### src/step_arith_pkg.sv
// constants, encodings and register map of the serial step arithmetic unit
package step_arith_pkg;
    // ----------------------------------------------------------------
    // widths
    // ----------------------------------------------------------------
    localparam int WORD_W = 40;
    localparam int CTR_W = 6;
    localparam int ADDR_W = 8;
    localparam int DATA_W = 32;
    localparam int HI_W = 8;
    localparam int OP_W = 3;
    // ----------------------------------------------------------------
    // register byte offsets
    // ----------------------------------------------------------------
    localparam logic [7:0] OFF_ORDER = 8'h00;
    localparam logic [7:0] OFF_STATUS = 8'h04;
    localparam logic [7:0] OFF_OPND_LO = 8'h08;
    localparam logic [7:0] OFF_OPND_HI = 8'h0C;
    localparam logic [7:0] OFF_ACC_LO = 8'h10;
    localparam logic [7:0] OFF_ACC_HI = 8'h14;
    localparam logic [7:0] OFF_QUO_LO = 8'h18;
    localparam logic [7:0] OFF_QUO_HI = 8'h1C;
    // ----------------------------------------------------------------
    // status fields
    // ----------------------------------------------------------------
    localparam int STAT_BUSY_BIT = 0;
    localparam int STAT_DONE_BIT = 1;
    localparam int STAT_CTR_LSB = 8;
    // ----------------------------------------------------------------
    // order codes
    // ----------------------------------------------------------------
    localparam logic [2:0] OP_ADD = 3'h0;
    localparam logic [2:0] OP_SUB = 3'h1;
    localparam logic [2:0] OP_MUL = 3'h2;
    localparam logic [2:0] OP_MUL_RO = 3'h3;
    localparam logic [2:0] OP_DIV = 3'h4;
    // ----------------------------------------------------------------
    // counter values and reset values
    // ----------------------------------------------------------------
    localparam logic [5:0] CTR_RESET = 6'h00;
    localparam logic [5:0] MUL_CTR_LOAD = 6'h17;
    localparam logic [5:0] CTR_FULL = 6'h3F;
    localparam logic [5:0] DIV_STEPS = 6'h28;
    localparam logic [39:0] WORD_RESET = 40'h00_0000_0000;
    // ----------------------------------------------------------------
    // sequencer states
    // ----------------------------------------------------------------
    typedef enum logic [2:0] {
        ST_IDLE = 3'b000,
        ST_ADDSUB = 3'b001,
        ST_MUL_FETCH = 3'b010,
        ST_MUL_ITER = 3'b011,
        ST_MUL_CORR = 3'b100,
        ST_ROUND = 3'b101,
        ST_DIV_STEP = 3'b110,
        ST_DONE = 3'b111
    } seq_state_t;
endpackage

### src/step_arith_unit.sv
// serial step add, subtract, multiply and divide datapath with apb access
//
// Local design decisions: the address map and the APB slave port.
`timescale 1ns/1ps
//
// Contract
// - all working registers 40 bits, sign leftmost
// - accumulator feeds adder; operand gated in
// - add result displaced left, diagonal right
// - accumulator right shifts take the extension bit as the new sign
// - subtract gates inverted operand to adder
// - inverted operand always adds carry one
// - multiply fetches multiplicand, clears accumulator
// - rounded and unrounded multiply variants supported
// - add multiplicand when quotient lsb set
// - unrounded spill enters quotient; rounded zeros
// - multiply sum loaded direct, shift right
// - counter loads 23, loop ends at 63
// - full counter tests sign, corrects, rounds
// - correction subtracts, shifts quotient, clears sign
// - rounded multiply sets accumulator lsb one
// - multiply extension bit takes operand sign on add, else accumulator sign
// - divide fetches divisor, clears quotient, copies sign
// - signs agree subtract, set bit; else add
// - quotient shifts left; remainder transferred left
// - forty division steps form pseudo quotient
// - sign compare uses remainder extension bit
// - division rounds by setting quotient lsb
module step_arith_unit
(
    // clock and reset
    input wire logic pclk,
    input wire logic presetn,
    // apb slave
    input wire logic psel,
    input wire logic penable,
    input wire logic pwrite,
    input wire logic [step_arith_pkg::ADDR_W-1:0] paddr,
    input wire logic [step_arith_pkg::DATA_W-1:0] pwdata,
    output logic [step_arith_pkg::DATA_W-1:0] prdata,
    output logic pready,
    output logic pslverr,
    // order status
    output logic busy,
    output logic order_done
);
    import step_arith_pkg::*;

    // ----------------------------------------------------------------
    // state
    // ----------------------------------------------------------------
    seq_state_t state_ff;
    logic step_phase_ff;
    logic [CTR_W-1:0] ops_ctr_ff;
    logic [OP_W-1:0] order_reg_ff;
    logic done_flag_ff;
    logic [0:WORD_W-1] mem_word_ff;
    logic [0:WORD_W-1] operand_reg_ff;
    logic [0:WORD_W-1] acc_main_ff;
    logic [0:WORD_W-1] acc_shift_buffer_ff;
    logic sum_extension_bit_ff;
    logic [0:WORD_W-1] quo_main_ff;
    logic remainder_extension_bit_ff;
    logic [DATA_W-1:0] prdata_ff;

    // ----------------------------------------------------------------
    // decode
    // ----------------------------------------------------------------
    logic acc_sign_bit;
    logic quo_lsb;
    logic operand_sign_bit;
    logic rounded_multiply;
    logic is_div;
    logic is_idle;
    logic wr_acc;
    logic rd_setup;
    logic mapped;
    logic accept;
    logic transfer;
    logic agree;
    logic [CTR_W-1:0] ctr_inc;

    assign acc_sign_bit = acc_main_ff[0];
    assign quo_lsb = quo_main_ff[WORD_W-1];
    assign operand_sign_bit = operand_reg_ff[0];
    assign rounded_multiply = (order_reg_ff == OP_MUL_RO);
    assign is_div = (order_reg_ff == OP_DIV);
    assign is_idle = (state_ff == ST_IDLE);
    assign ctr_inc = ops_ctr_ff + 6'h01;
    // remainder extension against divisor sign
    assign agree = (remainder_extension_bit_ff == operand_sign_bit);

    // apb strobes; the slave never inserts wait states
    assign wr_acc = psel & penable & pwrite;
    assign rd_setup = psel & ~penable & ~pwrite;
    assign pready = psel & penable;
    assign prdata = prdata_ff;

    // address map check
    always_comb
    begin
        case (paddr)
            OFF_ORDER, OFF_STATUS, OFF_OPND_LO, OFF_OPND_HI,
            OFF_ACC_LO, OFF_ACC_HI, OFF_QUO_LO, OFF_QUO_HI: mapped = 1'b1;
            default: mapped = 1'b0;
        endcase
    end

    assign pslverr = psel & penable & ~mapped;

    // an order is taken only while idle and only with a known code
    assign accept = wr_acc & (paddr == OFF_ORDER) & is_idle & (pwdata[OP_W-1:0] <= OP_DIV);

    // second phase of an arithmetic step moves the buffer into the main register
    always_comb
    begin
        case (state_ff)
            ST_ADDSUB, ST_MUL_ITER, ST_MUL_CORR, ST_DIV_STEP: transfer = step_phase_ff;
            default: transfer = 1'b0;
        endcase
    end

    assign busy = ~is_idle;
    assign order_done = (state_ff == ST_DONE);

    // ----------------------------------------------------------------
    // adder
    // ----------------------------------------------------------------
    logic gate_true;
    logic gate_comp;
    logic [0:WORD_W-1] adder_b;
    logic [0:WORD_W-1] sum;

    // choose true or complement gating of the operand
    always_comb
    begin
        gate_true = 1'b0;
        gate_comp = 1'b0;
        case (state_ff)
            ST_ADDSUB:
            begin
                gate_true = (order_reg_ff == OP_ADD);
                gate_comp = (order_reg_ff == OP_SUB);
            end
            ST_MUL_ITER: gate_true = quo_lsb;
            ST_MUL_CORR: gate_comp = quo_lsb;
            ST_DIV_STEP:
            begin
                gate_comp = agree;
                gate_true = ~agree;
            end
            default:
            begin
                gate_true = 1'b0;
                gate_comp = 1'b0;
            end
        endcase
    end

    // operand reaches the adder only through a gate
    assign adder_b = gate_true ? operand_reg_ff : (gate_comp ? ~operand_reg_ff : WORD_RESET);
    // accumulator is wired to the adder permanently; complement gate injects carry
    assign sum = acc_main_ff + adder_b + {39'h0, gate_comp};

    // ----------------------------------------------------------------
    // buffer load, first phase of a step
    // ----------------------------------------------------------------
    always_ff @(posedge pclk or negedge presetn)
    begin
        if (!presetn)
        begin
            acc_shift_buffer_ff <= WORD_RESET;
            sum_extension_bit_ff <= 1'b0;
        end
        else if (!step_phase_ff)
        begin
            case (state_ff)
                ST_ADDSUB, ST_MUL_CORR:
                begin
                    // sum enters displaced one place left
                    acc_shift_buffer_ff <= {sum[1:WORD_W-1], 1'b0};
                    sum_extension_bit_ff <= sum[0];
                end
                ST_MUL_ITER:
                begin
                    // sum enters direct; extension bit is not fed by the adder
                    acc_shift_buffer_ff <= sum;
                    sum_extension_bit_ff <= gate_true ? operand_sign_bit : acc_sign_bit;
                end
                ST_DIV_STEP:
                begin
                    acc_shift_buffer_ff <= sum;
                    sum_extension_bit_ff <= sum[0];
                end
                default:
                begin
                    acc_shift_buffer_ff <= acc_shift_buffer_ff;
                    sum_extension_bit_ff <= sum_extension_bit_ff;
                end
            endcase
        end
    end

    // ----------------------------------------------------------------
    // sequencer
    // ----------------------------------------------------------------
    always_ff @(posedge pclk or negedge presetn)
    begin
        if (!presetn)
        begin
            state_ff <= ST_IDLE;
            step_phase_ff <= 1'b0;
            ops_ctr_ff <= CTR_RESET;
            order_reg_ff <= OP_ADD;
        end
        else
        begin
            case (state_ff)
                ST_IDLE:
                begin
                    step_phase_ff <= 1'b0;
                    if (accept)
                    begin
                        order_reg_ff <= pwdata[OP_W-1:0];
                        case (pwdata[OP_W-1:0])
                            OP_MUL, OP_MUL_RO:
                            begin
                                ops_ctr_ff <= MUL_CTR_LOAD;
                                state_ff <= ST_MUL_FETCH;
                            end
                            OP_DIV:
                            begin
                                ops_ctr_ff <= CTR_RESET;
                                state_ff <= ST_DIV_STEP;
                            end
                            default: state_ff <= ST_ADDSUB;
                        endcase
                    end
                end
                ST_MUL_FETCH:
                begin
                    // the fetch cycle counts as the first multiply cycle
                    ops_ctr_ff <= ctr_inc;
                    state_ff <= ST_MUL_ITER;
                end
                ST_ADDSUB:
                begin
                    step_phase_ff <= ~step_phase_ff;
                    if (step_phase_ff)
                    begin
                        state_ff <= ST_DONE;
                    end
                end
                ST_MUL_ITER:
                begin
                    step_phase_ff <= ~step_phase_ff;
                    if (step_phase_ff)
                    begin
                        ops_ctr_ff <= ctr_inc;
                        if (ctr_inc == CTR_FULL)
                        begin
                            state_ff <= ST_MUL_CORR;
                        end
                    end
                end
                ST_MUL_CORR:
                begin
                    step_phase_ff <= ~step_phase_ff;
                    if (step_phase_ff)
                    begin
                        state_ff <= rounded_multiply ? ST_ROUND : ST_DONE;
                    end
                end
                ST_DIV_STEP:
                begin
                    step_phase_ff <= ~step_phase_ff;
                    if (step_phase_ff)
                    begin
                        ops_ctr_ff <= ctr_inc;
                        if (ctr_inc == DIV_STEPS)
                        begin
                            state_ff <= ST_ROUND;
                        end
                    end
                end
                ST_ROUND: state_ff <= ST_DONE;
                ST_DONE: state_ff <= ST_IDLE;
                default: state_ff <= ST_IDLE;
            endcase
        end
    end

    // done flag for software polling; a new order clears it
    always_ff @(posedge pclk or negedge presetn)
    begin
        if (!presetn)
        begin
            done_flag_ff <= 1'b0;
        end
        else if (state_ff == ST_DONE)
        begin
            done_flag_ff <= 1'b1;
        end
        else if (accept)
        begin
            done_flag_ff <= 1'b0;
        end
    end

    // ----------------------------------------------------------------
    // memory word staging and operand register
    // ----------------------------------------------------------------
    always_ff @(posedge pclk or negedge presetn)
    begin
        if (!presetn)
        begin
            mem_word_ff <= WORD_RESET;
        end
        else if (wr_acc && paddr == OFF_OPND_LO)
        begin
            mem_word_ff[HI_W:WORD_W-1] <= pwdata;
        end
        else if (wr_acc && paddr == OFF_OPND_HI)
        begin
            mem_word_ff[0:HI_W-1] <= pwdata[HI_W-1:0];
        end
    end

    // operand is fetched at acceptance and held until the order ends
    always_ff @(posedge pclk or negedge presetn)
    begin
        if (!presetn)
        begin
            operand_reg_ff <= WORD_RESET;
        end
        else if (accept)
        begin
            operand_reg_ff <= mem_word_ff;
        end
    end

    // ----------------------------------------------------------------
    // main accumulator
    // ----------------------------------------------------------------
    always_ff @(posedge pclk or negedge presetn)
    begin
        if (!presetn)
        begin
            acc_main_ff <= WORD_RESET;
        end
        else if (is_idle)
        begin
            if (accept && (pwdata[OP_W-1:0] == OP_MUL || pwdata[OP_W-1:0] == OP_MUL_RO))
            begin
                acc_main_ff <= WORD_RESET;
            end
            else if (wr_acc && paddr == OFF_ACC_LO)
            begin
                acc_main_ff[HI_W:WORD_W-1] <= pwdata;
            end
            else if (wr_acc && paddr == OFF_ACC_HI)
            begin
                acc_main_ff[0:HI_W-1] <= pwdata[HI_W-1:0];
            end
        end
        else if (transfer)
        begin
            if (state_ff == ST_DIV_STEP)
            begin
                // diagonal left: remainder arrives doubled
                acc_main_ff <= {acc_shift_buffer_ff[1:WORD_W-1], 1'b0};
            end
            else
            begin
                // diagonal right with the extension bit as the new sign
                acc_main_ff <= {sum_extension_bit_ff, acc_shift_buffer_ff[0:WORD_W-2]};
            end
        end
        else if (state_ff == ST_ROUND && !is_div)
        begin
            acc_main_ff[WORD_W-1] <= 1'b1;
        end
    end

    // ----------------------------------------------------------------
    // quotient register
    // ----------------------------------------------------------------
    always_ff @(posedge pclk or negedge presetn)
    begin
        if (!presetn)
        begin
            quo_main_ff <= WORD_RESET;
        end
        else if (is_idle)
        begin
            if (accept && pwdata[OP_W-1:0] == OP_DIV)
            begin
                quo_main_ff <= WORD_RESET;
            end
            else if (wr_acc && paddr == OFF_QUO_LO)
            begin
                quo_main_ff[HI_W:WORD_W-1] <= pwdata;
            end
            else if (wr_acc && paddr == OFF_QUO_HI)
            begin
                quo_main_ff[0:HI_W-1] <= pwdata[HI_W-1:0];
            end
        end
        else if (transfer)
        begin
            case (state_ff)
                ST_MUL_ITER:
                begin
                    // spilled product bit enters at the left unless rounding
                    quo_main_ff <= {rounded_multiply ? 1'b0 : acc_shift_buffer_ff[WORD_W-1],
                                    quo_main_ff[0:WORD_W-2]};
                end
                ST_MUL_CORR: quo_main_ff <= {1'b0, quo_main_ff[0:WORD_W-2]};
                ST_DIV_STEP: quo_main_ff <= {quo_main_ff[1:WORD_W-2], agree, 1'b0};
                default: quo_main_ff <= quo_main_ff;
            endcase
        end
        else if (state_ff == ST_ROUND)
        begin
            if (is_div)
            begin
                quo_main_ff[WORD_W-1] <= 1'b1;
            end
            else
            begin
                quo_main_ff <= WORD_RESET;
            end
        end
    end

    // ----------------------------------------------------------------
    // remainder extension bit
    // ----------------------------------------------------------------
    always_ff @(posedge pclk or negedge presetn)
    begin
        if (!presetn)
        begin
            remainder_extension_bit_ff <= 1'b0;
        end
        else if (accept && pwdata[OP_W-1:0] == OP_DIV)
        begin
            remainder_extension_bit_ff <= acc_sign_bit;
        end
        else if (transfer && state_ff == ST_DIV_STEP)
        begin
            remainder_extension_bit_ff <= sum_extension_bit_ff;
        end
    end

    // ----------------------------------------------------------------
    // apb read data, captured in the setup cycle
    // ----------------------------------------------------------------
    always_ff @(posedge pclk or negedge presetn)
    begin
        if (!presetn)
        begin
            prdata_ff <= 32'h0000_0000;
        end
        else if (rd_setup)
        begin
            case (paddr)
                OFF_ORDER: prdata_ff <= {29'h0, order_reg_ff};
                OFF_STATUS:
                begin
                    prdata_ff <= 32'h0000_0000;
                    prdata_ff[STAT_BUSY_BIT] <= busy;
                    prdata_ff[STAT_DONE_BIT] <= done_flag_ff;
                    prdata_ff[STAT_CTR_LSB +: CTR_W] <= ops_ctr_ff;
                end
                OFF_OPND_LO: prdata_ff <= operand_reg_ff[HI_W:WORD_W-1];
                OFF_OPND_HI: prdata_ff <= {24'h00_0000, operand_reg_ff[0:HI_W-1]};
                OFF_ACC_LO: prdata_ff <= acc_main_ff[HI_W:WORD_W-1];
                OFF_ACC_HI: prdata_ff <= {24'h00_0000, acc_main_ff[0:HI_W-1]};
                OFF_QUO_LO: prdata_ff <= quo_main_ff[HI_W:WORD_W-1];
                OFF_QUO_HI: prdata_ff <= {24'h00_0000, quo_main_ff[0:HI_W-1]};
                default: prdata_ff <= 32'h0000_0000;
            endcase
        end
    end
endmodule

### config.mk
export PLATFORM = sky130hd
export DESIGN_NAME = step_arith_unit
export DESIGN_NICKNAME = d
export VERILOG_FILES = /design/src/step_arith_pkg.sv /design/src/step_arith_unit.sv
export SDC_FILE = /design/constraint.sdc
export NUM_CORES = 1
export LEC_CHECK = 0
export ABC_CLOCK_PERIOD_IN_PS = 4900
export BUFFER_PORTS_ARGS = -buffer_cell sky130_fd_sc_hd__clkbuf_2
export CAP_MARGIN = 20
export CORE_MARGIN = 8
export CORE_UTILIZATION = 42
export DETAILED_ROUTE_END_ITERATION = 8
export GPL_ROUTABILITY_DRIVEN = 1
export RECOVER_POWER = 100
export SLEW_MARGIN = 20
export SYNTH_ARGS = -nofsm -noshare
export SYNTH_HDL_FRONTEND = slang
export SYNTH_SLANG_ARGS = --single-unit
### constraint.sdc
create_clock -name pclk -period 4.9 [get_ports pclk]
set_input_delay 0.49 -clock pclk [delete_from_list [all_inputs] [get_ports pclk]]
set_output_delay 0.49 -clock pclk [all_outputs]
set_load 0.02 [all_outputs]
# [Word-level counts from Yosys, hierarchy flattened]
# Memories as Yosys holds them, arrays and structs flattened.
# Index checks and enable logic that the tools add are counted.
[word_totals] regBits=248 mem_bits_ro=32 input_bits=45 output_inout_bits=36 elab_cells=170 n_memories=1
[op_classes] n_addsub=3 magnitude_cmp=1 n_eq_ne=40 n_mux=49 bitwise=16 n_reduce_logical=42
[memory_table] name="(no name shown)" depth=32 word_bits=1 rd=1 rd_clocked_by_memory_dff=0 write_ports=0 line_no="step_arith_unit.sv:102" rtl="case (paddr)"
[op_table] operator="2-to-1 mux 40 bit" n=9
[op_table] operator="one-hot mux 32 bit (8 select lines)" n=1
[op_table] operator="one-hot mux 40 bit (3 select lines)" n=1
[op_table] operator="one-hot mux 40 bit (2 select lines)" n=1
[op_table] operator="2-to-1 mux 39 bit" n=2
[op_table] operator="2-to-1 mux 32 bit" n=2
[op_table] operator="adder 40 x 1 -> 40 bit" n=1
[op_table] operator="adder 40 bit" n=1
[op_table] operator="NOT 40 bit" n=1
[op_table] operator="equality test 8 x 5 -> 1 bit (second input constant)" n=4
[op_table] operator="2-to-1 mux 8 bit" n=4
[op_table] operator="one-hot mux 3 bit (8 select lines)" n=1
[op_table] operator="2-to-1 mux 3 bit" n=7
[op_table] operator="equality test 3 bit (second input constant)" n=6
[op_table] operator="inequality test 3 x 1 -> 1 bit (second input constant)" n=6
[op_table] operator="one-hot mux 6 bit (3 select lines)" n=1
[op_table] operator="equality test 8 x 4 -> 1 bit (second input constant)" n=2
[op_table] operator="equality test 3 x 2 -> 1 bit (second input constant)" n=5
[op_table] operator="equality test 6 bit (second input constant)" n=2
[op_table] operator="2-to-1 mux 6 bit" n=2
[op_table] operator="inequality test 2 bit (second input constant)" n=6
[op_table] operator="one-hot mux 6 bit (2 select lines)" n=1
[op_table] operator="AND reduction 2 bit" n=6
[op_table] operator="nonzero test 2 bit" n=6
[op_table] operator="other kinds (28)" n=73

# [Depth between registers and ports, before layout]
# Gate-level depths: netlist (run 1).
[depth] ltp_word=8 mapped_depth=20 ltp_nobuf=17

# [Worst setup path after synthesis (run 1)]
# OpenSTA, ideal clock, no wires.
[synth_timing] kind="flip-flop to flip-flop" start="reg state_ff[2]" end="reg acc_shift_buffer_ff[7] (netlist name)" setup_ns=0.082 arrival_time_ns=3.912 slack_ns=0.906 stages_incl_launch_ff=20 n_path_buf=2 period_less_slack_ns=3.994 cell_sequence="dfrtp_1 > nand2b_1 > buf_2 > or4_1 > o21ai_2 > clkbuf_1 > nor2_1 > a21oi_1 > fa_1 > inv_1 > fa_1 > nand2b_1 > a21o_1 > a31o_2 > a21oi_1 > a21oi_1 > o21ai_0 > xor2_1 > nand2_1 > a31oi_1"
[synth_via] elab_chain_len=7
[synth_rtl] item="from (decl)" line_no="step_arith_unit.sv:52" rtl="seq_state_t state_ff;"
[synth_rtl] item="from (signal assigned)" line_no="step_arith_unit.sv:271" rtl="state_ff <= rounded_multiply ? ST_ROUND : ST_DONE;"
[synth_rtl] item="equality test 3 bit / equality test 3 x 1 -> 1 bit (equally long branches)" line_no="step_arith_unit.sv:139, step_arith_unit.sv:177"
[synth_rtl] item="one-hot mux 1 bit (3 select lines)" line_no="step_arith_unit.sv:139" rtl="case (state_ff)"
[synth_rtl] item="2-to-1 mux 40 bit (2 in series)" line_no="step_arith_unit.sv:161" rtl="assign adder_b = gate_true ? operand_reg_ff : (gate_comp ? ~operand_reg_ff : WORD_RESET);"
[synth_rtl] item="adder 40 bit" line_no="step_arith_unit.sv:163" rtl="assign sum = acc_main_ff + adder_b + {39'h0, gate_comp};"
[synth_rtl] item="adder 40 x 1 -> 40 bit" line_no="step_arith_unit.sv:163"
[synth_rtl] item="one-hot mux 40 bit (2 select lines)" line_no="step_arith_unit.sv:177" rtl="case (state_ff)"
[synth_rtl] item="to (signal assigned)" line_no="step_arith_unit.sv:181" rtl="acc_shift_buffer_ff <= {sum[1:WORD_W-1], 1'b0};"
[synth_rtl] item="to (signal assigned)" line_no="step_arith_unit.sv:187" rtl="acc_shift_buffer_ff <= sum;"
[synth_rtl] item="to (signal assigned)" line_no="step_arith_unit.sv:192" rtl="acc_shift_buffer_ff <= sum;"
[synth_rtl] item="to (decl)" line_no="step_arith_unit.sv:60" rtl="logic [0:WORD_W-1] acc_shift_buffer_ff;"
# Several ways; a longest one is shown, not always the timed one.
# A chain may end at the register's enable or synchronous reset.

# [Worst setup path after layout (run 1)]
[layout_timing] start="reg state_ff[0]" end="reg acc_shift_buffer_ff[15] (netlist name)"
# Same word-level chain as after synthesis.

==> summary.txt, run 1 <==
Status -> finished with violations
Failing checks -> capacitance limit, slew limit
Vias per cell -> 5.878
Largest net degree at the start of global routing -> 112
Synth Register Bits -> 248
First-pass GRT wire length -> 75.90 mm
Leak -> 0.007278 uW
PostCTS Resize Cnt -> 0
Distinct cells, synth -> 69
Worst hold margin -> 0.1979 ns
Setup crit end kind -> flop
Clock-pin transition on the worst setup and hold timing paths -> 0.06 ns
Multi-input logic area -> 8153 um^2
RSZ-0062 raised after global routing -> false
Largest family of logic cells by synthesized area -> compound AO/OA/AOI/OAI gates
Critical path data arrival time -> 4.95 ns
Cts hold-fix bufs -> 0
Total grt overflow -> 0
Compound-cell area share of the yosys netlist -> 25.14%
CTS H-tree lvls -> 1
Vias in the first global route -> 13328
Post-synthesis mux area share -> 3.922%
Routed length on met2 -> 22.03 mm
# setup viols final -> 0
Power Density -> 752.7 nW/um^2
CP Launch Type -> flop
Hpwl dp -> 32.34 mm
Max-cap violations -> 5
Max layer used -> met4
Fin Setup TNS -> 0 ns
Mapped Cells -> 1835
Detailed Routing Iterations Pass 1 -> 6
Initial antenna violation count -> 0
Antenna diodes -> 0
Post-Layout Cell Count -> 2340
Post-Synth Simple-Gate Area -> 19.58%
Met3 WL post-DR -> 2.970 mm
Die W -> 204.9 um
Final Cell Area -> 16580 um^2
Largest buffer count on any clock path -> 3
Crit path time final -> 4.456 ns
RePlAce Congestion -> 0.9148
CTS tree -> done
Synth Net Count -> 1922
Core area -> 35400 um^2
Port bufs -> 80
Final net count -> 1945
CP max FO -> 18
DP Area -> 15770 um^2
Synth Area in Adders -> 3.605%
Synth async-reset ratio -> 100.0%
# IOs -> 81
Iter 0 DRT Violations -> 1193
TritonCTS buffer count -> 30
Clock latency at the later pin of the worst-skew pair -> 0.57 ns
Rel. slew slack -> -92.33%
FF/Latch Area -> 6206 um^2
Slew Limit Fails -> 238
Dpl cells -> 2287
WP data required -> 5.40 ns
Site Rows -> 69
FILL cells -> 3542
Maximum VDD drop -> 0.3272 mV
Post-DR wirelength/cell -> 20.33 um
Post-CTS Setup Bufs -> 0
Clk sinks -> 248
Mean Syn Cell Area -> 8.171 um^2
Launch point of the worst path -> state_ff[0]$_DFFE_PN0P_
Drt total wl -> 47.58 mm
Routed met1 length -> 21.51 mm
# DRC -> 0
Hold path start -> pwdata[10]
Clock Skews -> 0.01187 ns
Die Span Y -> 204.9 um
Root Buffer -> clkbuf_16
Synth Area in XOR/XNOR -> 2.337%
Routed via count -> 13755
ANT nets after route -> 0
Starting Density -> 42.36%
Reg-to-Reg Start -> state_ff[0]$_DFFE_PN0P_
All-Layer GR Usage -> 22.41%
Hold Path Class -> in -> reg
Layout cells sized above 1 -> 12.67%
Synthesized cell area -> 14990 um^2
Synth-to-layout area growth -> 10.56%
Die area -> 42000 um^2
Synthesis Warnings -> 0
Prevailing post-synth register cell -> dfrtp_1
Fin crit share -> 90.94%
Fmax -> 0.2244 GHz
Least-Margin Pin Slew -> 2.885 ns
Post-synth EDFFs -> 0
Seq/Total Area, Yosys -> 41.39%
Critical path class -> reg -> reg
Hold Vio Cnt, Final -> 0
## critical path, stage by stage, from the launching register on
cell	delay, ns
dfrtp_1	0.62
nand2b_1	0.13
or4_1	0.49
o21ai_0	0.17
buf_4	0.33
nor2_1	0.06
a21oi_1	0.14
ha_1	0.25
o211ai_1	0.11
o21ai_0	0.56
o21ai_0	0.22
o21ba_1	0.27
o31ai_1	0.42
a21oi_1	0.17
xnor2_1	0.20
nand2_1	0.08
a21oi_1	0.13
## final cells by class
class	count	share of cell area, %
multi-input combinational	1455	49.18
sequential	248	37.44
clock buffer	45	5.412
timing repair buffer	110	3.570
tap	461	3.480
clock inverter	8	0.6265
inverter	13	0.2944
## worst paths after layout
kind | cells after the start | slack, ns | end
min in group asynchronous | 1 | 0.84 | operand_reg_ff[36]$_DFFE_PN0P_
hold / removal | 2 | 0.20 | mem_word_ff[29]$_DFFE_PN0P_
hold reg to reg | 2 | 0.46 | operand_reg_ff[27]$_DFFE_PN0P_
setup reg to reg | 16 | 0.44 | acc_shift_buffer_ff[15]$_DFFE_PN0P_
setup / recovery | 16 | 0.44 | acc_shift_buffer_ff[15]$_DFFE_PN0P_
max in group asynchronous | 2 | 1.24 | prdata[27]$_DFFE_PN0P_
## sequential cells by signal, indices dropped and copies added (netlist names)
signal	count
acc_main_ff	40
acc_shift_buffer_ff	40
mem_word_ff	40
operand_reg_ff	40
quo_main_ff	40
prdata	32
ops_ctr_ff	6
order_reg_ff	3
state_ff	3
done_flag_ff	1
remainder_extension_bit_ff	1
step_phase_ff	1
sum_extension_bit_ff	1
## routing by layer
layer  global-route usage [%]  vias up
li1                         -     6484
met2                    36.15      485
met4                    5.438        0
met3                    3.273       67
met1                    31.29     6719
met5                        0        -
## cells in the final DEF, fill, tap and decap left out, drive strengths merged, types with 4 or more instances in the layout
cell and n:
nor2 238, clkinv 5, xor2 22, and3 5, inv 13, xnor2 18
o21a 8, dfrtp 248, nor2b 4, o211ai 12, nor3 9, ha 40
nand3 22, a22oi 17, nand2 397, o21ai 64, and2 4, o21bai 4
nand2b 10, a221oi 12, a21oi 366, or3 6, clkbuf 136, mux2i 7
a211oi 6, nand4 11, buf 19, mux2 46, a21boi 4, a21o 13
a31oi 37, a222oi 19, nor4 4, a22o 10, o31ai 4
## cell families after synthesis
family,Yosys count
XOR/XNOR,40
AND/OR/NAND/NOR,721
adder cells (fa/ha/maj),42
flip-flops,248
multiplexers,53
AO/OA/AOI/OAI,599
buffers and inverters,132
## power breakdown
group / total [uW] / internal, uW / switching [uW]
combinational: 6850 / 2470 / 4380
sequential: 3370 / 2700 / 673
clock: 2260 / 1360 / 899
total: 12500 / 6530 / 5950
## through the flow
stage	util [%]	setup WS (ns)	power [uW]
after floorplan	-	0.9060	8598
after global placement	44.51	0.6805	10110
after detailed placement	44.55	0.5737	10250
after CTS	47.38	0.5351	12560
after global routing	46.83	0.1334	13490
final	46.83	0.4438	12480
## cells in the mapped netlist (all sizes together), types with 3 or more instances
cell	count	area, um^2
a31oi	37	231.5
a21o	13	97.59
a221oi	12	105.1
nor2b	4	25.02
a21boi	4	52.55
o22a	3	26.28
xnor2	18	157.7
a22oi	17	127.6
nand2	397	1490
a222oi	19	190.2
mux2	46	518.0
clkbuf	80	301.5
and3	5	31.28
o21bai	4	30.03
ha	40	500.5
o211ai	12	90.09
mux2i	7	70.07
nand4	11	68.82
nand3b	3	22.52
and2	4	25.02
inv	13	48.80
buf	39	252.7
dfrtp	248	6206
nand2b	10	62.56
xor2	22	192.7
nor3	9	50.05
nor3b	3	22.52
a21oi	366	2095
nor4	4	25.02
nand3	22	110.1
o31ai	4	30.03
o21ai	64	324.1
a211oi	6	45.04
o21a	8	60.06
or3	6	37.54
nor2	238	928.4
a22o	10	87.58
o2111ai	3	26.28
Note: power is estimated with default switching activity, not from simulation.
==> inputs of run 2 (changes only) <==
Settings changed: CORE_ASPECT_RATIO set to 1.75.
==> run 2 against run 1 <==
  * The run still ends with capacitance limit, slew limit left
  * Clock power decreased by 2%
  * Clock skew increased by 0.0021 ns
  * Core utilization increased by 0.16 points
  * Combinational power increased by 1%
  * Highest routed layer unchanged
==> summary.txt, run 2 (synthesized netlist as in run 1, its figures left out) <==
Critical path class -> reg -> reg (unchanged)
Maximum VDD drop -> 0.3852 mV (was 0.3272 mV)
RePlAce Congestion -> 0.8857 (was 0.9148)
Leading cell type in the layout, fill and taps excluded -> nand2_1 (unchanged)
Slowest stage cell, crit path -> or4_1 (was dfrtp_1)
Reg-to-Reg Start -> state_ff[2]$_DFFE_PN0P_ (was state_ff[0]$_DFFE_PN0P_)
Clock latency at the later pin of the worst-skew pair -> 0.55 ns (was 0.57 ns)
Launch point of the worst path -> state_ff[2]$_DFFE_PN0P_ (was state_ff[0]$_DFFE_PN0P_)
Root Buffer -> clkbuf_16 (unchanged)
Failing checks -> capacitance limit, slew limit (unchanged)
Slew Limit Fails -> 381 (was 238)
Setup crit end kind -> flop (unchanged)
Clock-pin transition on the worst setup and hold timing paths -> 0.07 ns (was 0.06 ns)
Drt total wl -> 50.43 mm (was 47.58 mm)
Fin crit share -> 87.72% (was 90.94%)
CP max FO -> 20 (was 18)
Synth-to-layout area growth -> 10.26% (was 10.56%)
Clock Skews -> 0.01394 ns (was 0.01187 ns)
Final Cell Area -> 16530 um^2 (was 16580 um^2)
Iter 0 DRT Violations -> 1105 (was 1193)
Reg2reg path depth -> 16 (unchanged)
Least-Margin Pin Slew -> 2.779 ns (was 2.885 ns)
TritonCTS buffer count -> 25 (was 30)
All-Layer GR Usage -> 23.45% (was 22.41%)
RSZ-0062 raised after global routing -> false (unchanged)
Detailed Routing Iterations Pass 1 -> 7 (was 6)
WP data required -> 5.36 ns (was 5.40 ns)
Vias in the first global route -> 13606 (was 13328)
# setup viols final -> 0 (unchanged)
Die Span Y -> 265.9 um (was 204.9 um)
Hold Crit Depth -> 2 (unchanged)
Status -> finished with violations (unchanged)
Fmax -> 0.2326 GHz (was 0.2244 GHz)
Die W -> 158.8 um (was 204.9 um)
Number of stages on the worst setup path -> 16 (unchanged)
Top delay family on crit path -> compound AO/OA/AOI/OAI gates (unchanged)
Critical path data arrival time -> 4.76 ns (was 4.95 ns)
Die area -> 42240 um^2 (was 42000 um^2)
CP Launch Type -> flop (unchanged)
Post-DR wirelength/cell -> 21.57 um (was 20.33 um)
DP Area -> 15760 um^2 (was 15770 um^2)
Total grt overflow -> 0 (unchanged)
Port bufs -> 80 (unchanged)
Site Rows -> 91 (was 69)
Cell Chain, Critical Path -> nand2b_1 > or4_1 > o21ai_4 > buf_4 > fa_1 > inv_1 > fa_1 > nand2b_1 > a21o_1 > a31o_2 > a21oi_1 > a21oi_1 > o21ai_0 > xnor2_1 > mux2_2 > o21ai_0 (was nand2b_1 > or4_1 > o21ai_0 > buf_4 > nor2_1 > a21oi_1 > ha_1 > o211ai_1 > o21ai_0 > o21ai_0 > o21ba_1 > o31ai_1 > a21oi_1 > xnor2_1 > nand2_1 > a21oi_1)
Buffer and inverter count on the worst path -> 2 (was 1)
Fin Setup TNS -> 0 ns (unchanged)
Initial antenna violation count -> 0 (unchanged)
Rel. slew slack -> -85.28% (was -92.33%)
CTS H-tree lvls -> 1 (unchanged)
# DRC -> 0 (unchanged)
Hold Vio Cnt, Final -> 0 (unchanged)
Most frequent cells in the layout -> nand2_1 (396), a21oi_1 (300), dfrtp_1 (248) (unchanged)
First-pass GRT wire length -> 79.21 mm (was 75.90 mm)
Max-cap violations -> 7 (was 5)
Hold path start -> pwdata[19] (was pwdata[10])
CTS tree -> done (unchanged)
Worst hold margin -> 0.2243 ns (was 0.1979 ns)
Clk sinks -> 248 (unchanged)
Crit path time final -> 4.298 ns (was 4.456 ns)
# IOs -> 81 (unchanged)
FILL cells -> 3483 (was 3542)
Largest buffer count on any clock path -> 3 (unchanged)
ANT nets after route -> 0 (unchanged)
Largest net degree at the start of global routing -> 114 (was 112)
Leak -> 0.007256 uW (was 0.007278 uW)
Post-CTS Setup Bufs -> 0 (unchanged)
Hpwl dp -> 34.66 mm (was 32.34 mm)
Starting Density -> 42.62% (was 42.36%)
Antenna diodes -> 0 (unchanged)
Power Density -> 755.9 nW/um^2 (was 752.7 nW/um^2)
Layout cells sized above 1 -> 12.60% (was 12.67%)
Vias per cell -> 5.885 (was 5.878)
Max incr delay on CP -> 0.55 ns (was 0.62 ns)
Final Core Density -> 46.99% (was 46.83%)
Core area -> 35180 um^2 (was 35400 um^2)
Final net count -> 1942 (was 1945)
Routed via count -> 13758 (was 13755)
Hold Path Class -> in -> reg (unchanged)
run 2: cell types whose count changed in the layout (fill, tap and decap cells not counted), moves of 2 or more:
cell	change
bufinv_16	+3
buf_4	+2
clkbuf_1	-4
nor2_2	-2
clkbuf_16	-5
run 2: layout make-up:
class / count / area [um^2] / area share [%]
flip-flops and latches: 248 / 6206 / 37.54
well taps: 465 / 581.8 / 3.519
clock inverters: 10 / 181.4 / 1.097
inverters: 13 / 48.80 / 0.2952
repair buffers: 112 / 585.6 / 3.542
multi-input cells: 1455 / 8175 / 49.45
clock buffers: 35 / 753.2 / 4.556
run 2: worst reg2reg max path: cells and delay by family (launching register included):
kind | cells | cell delay [ns]
AO/OA/AOI/OAI | 7 | 1.33
AND/OR/NAND/NOR | 3 | 0.95
multiplexers | 1 | 0.27
adder cells (fa/ha/maj) | 2 | 0.65
flip-flops | 1 | 0.52
buffers and inverters | 2 | 0.37
XOR/XNOR | 1 | 0.11
run 2: where the power goes:
part           leakage (uW)  switching [uW]  internal [uW]
Clock              0.000461             872           1330
Combinational       0.00374            4460           2460
Sequential          0.00306             674           2700
run 2: per-layer routing:
metal / global-route usage (%) / up-vias / part of all wire [%]
met5: 0 / - / 0
met4: 14.94 / 0 / 6.5
met3: 2.397 / 148 / 4.4
met2: 42.93 / 468 / 52
met1: 25.51 / 6667 / 37
li1: - / 6475 / -
run 2: metrics by stage:
step / setup slack [ns] / power [uW] / cells
after floorplan: 0.9060 / 8598 / 1835
after global placement: 0.7194 / 10210 / 2292
after detailed placement: 0.6300 / 10340 / 2292
after CTS: 0.5933 / 12580 / 2338
after global routing: 0.2316 / 13500 / 2338
final: 0.6015 / 12500 / 2338
run 2: worst paths after layout:
check / to / slack (ns)
hold / removal: mem_word_ff[20]$_DFFE_PN0P_ / 0.22
hold reg to reg: operand_reg_ff[23]$_DFFE_PN0P_ / 0.47
max in group asynchronous: mem_word_ff[37]$_DFFE_PN0P_ / 1.06
min in group asynchronous: prdata[16]$_DFFE_PN0P_ / 1.09
setup reg to reg: acc_shift_buffer_ff[12]$_DFFE_PN0P_ / 0.60
setup / recovery: acc_shift_buffer_ff[12]$_DFFE_PN0P_ / 0.60
run 2: what timing repair did:
item                                    4_1_cts  5_1_grt
gates resized for setup                       0        0
hold buffers                                  1        0
endpoints found under the hold margin        81        0
endpoints found under the setup margin        0        0
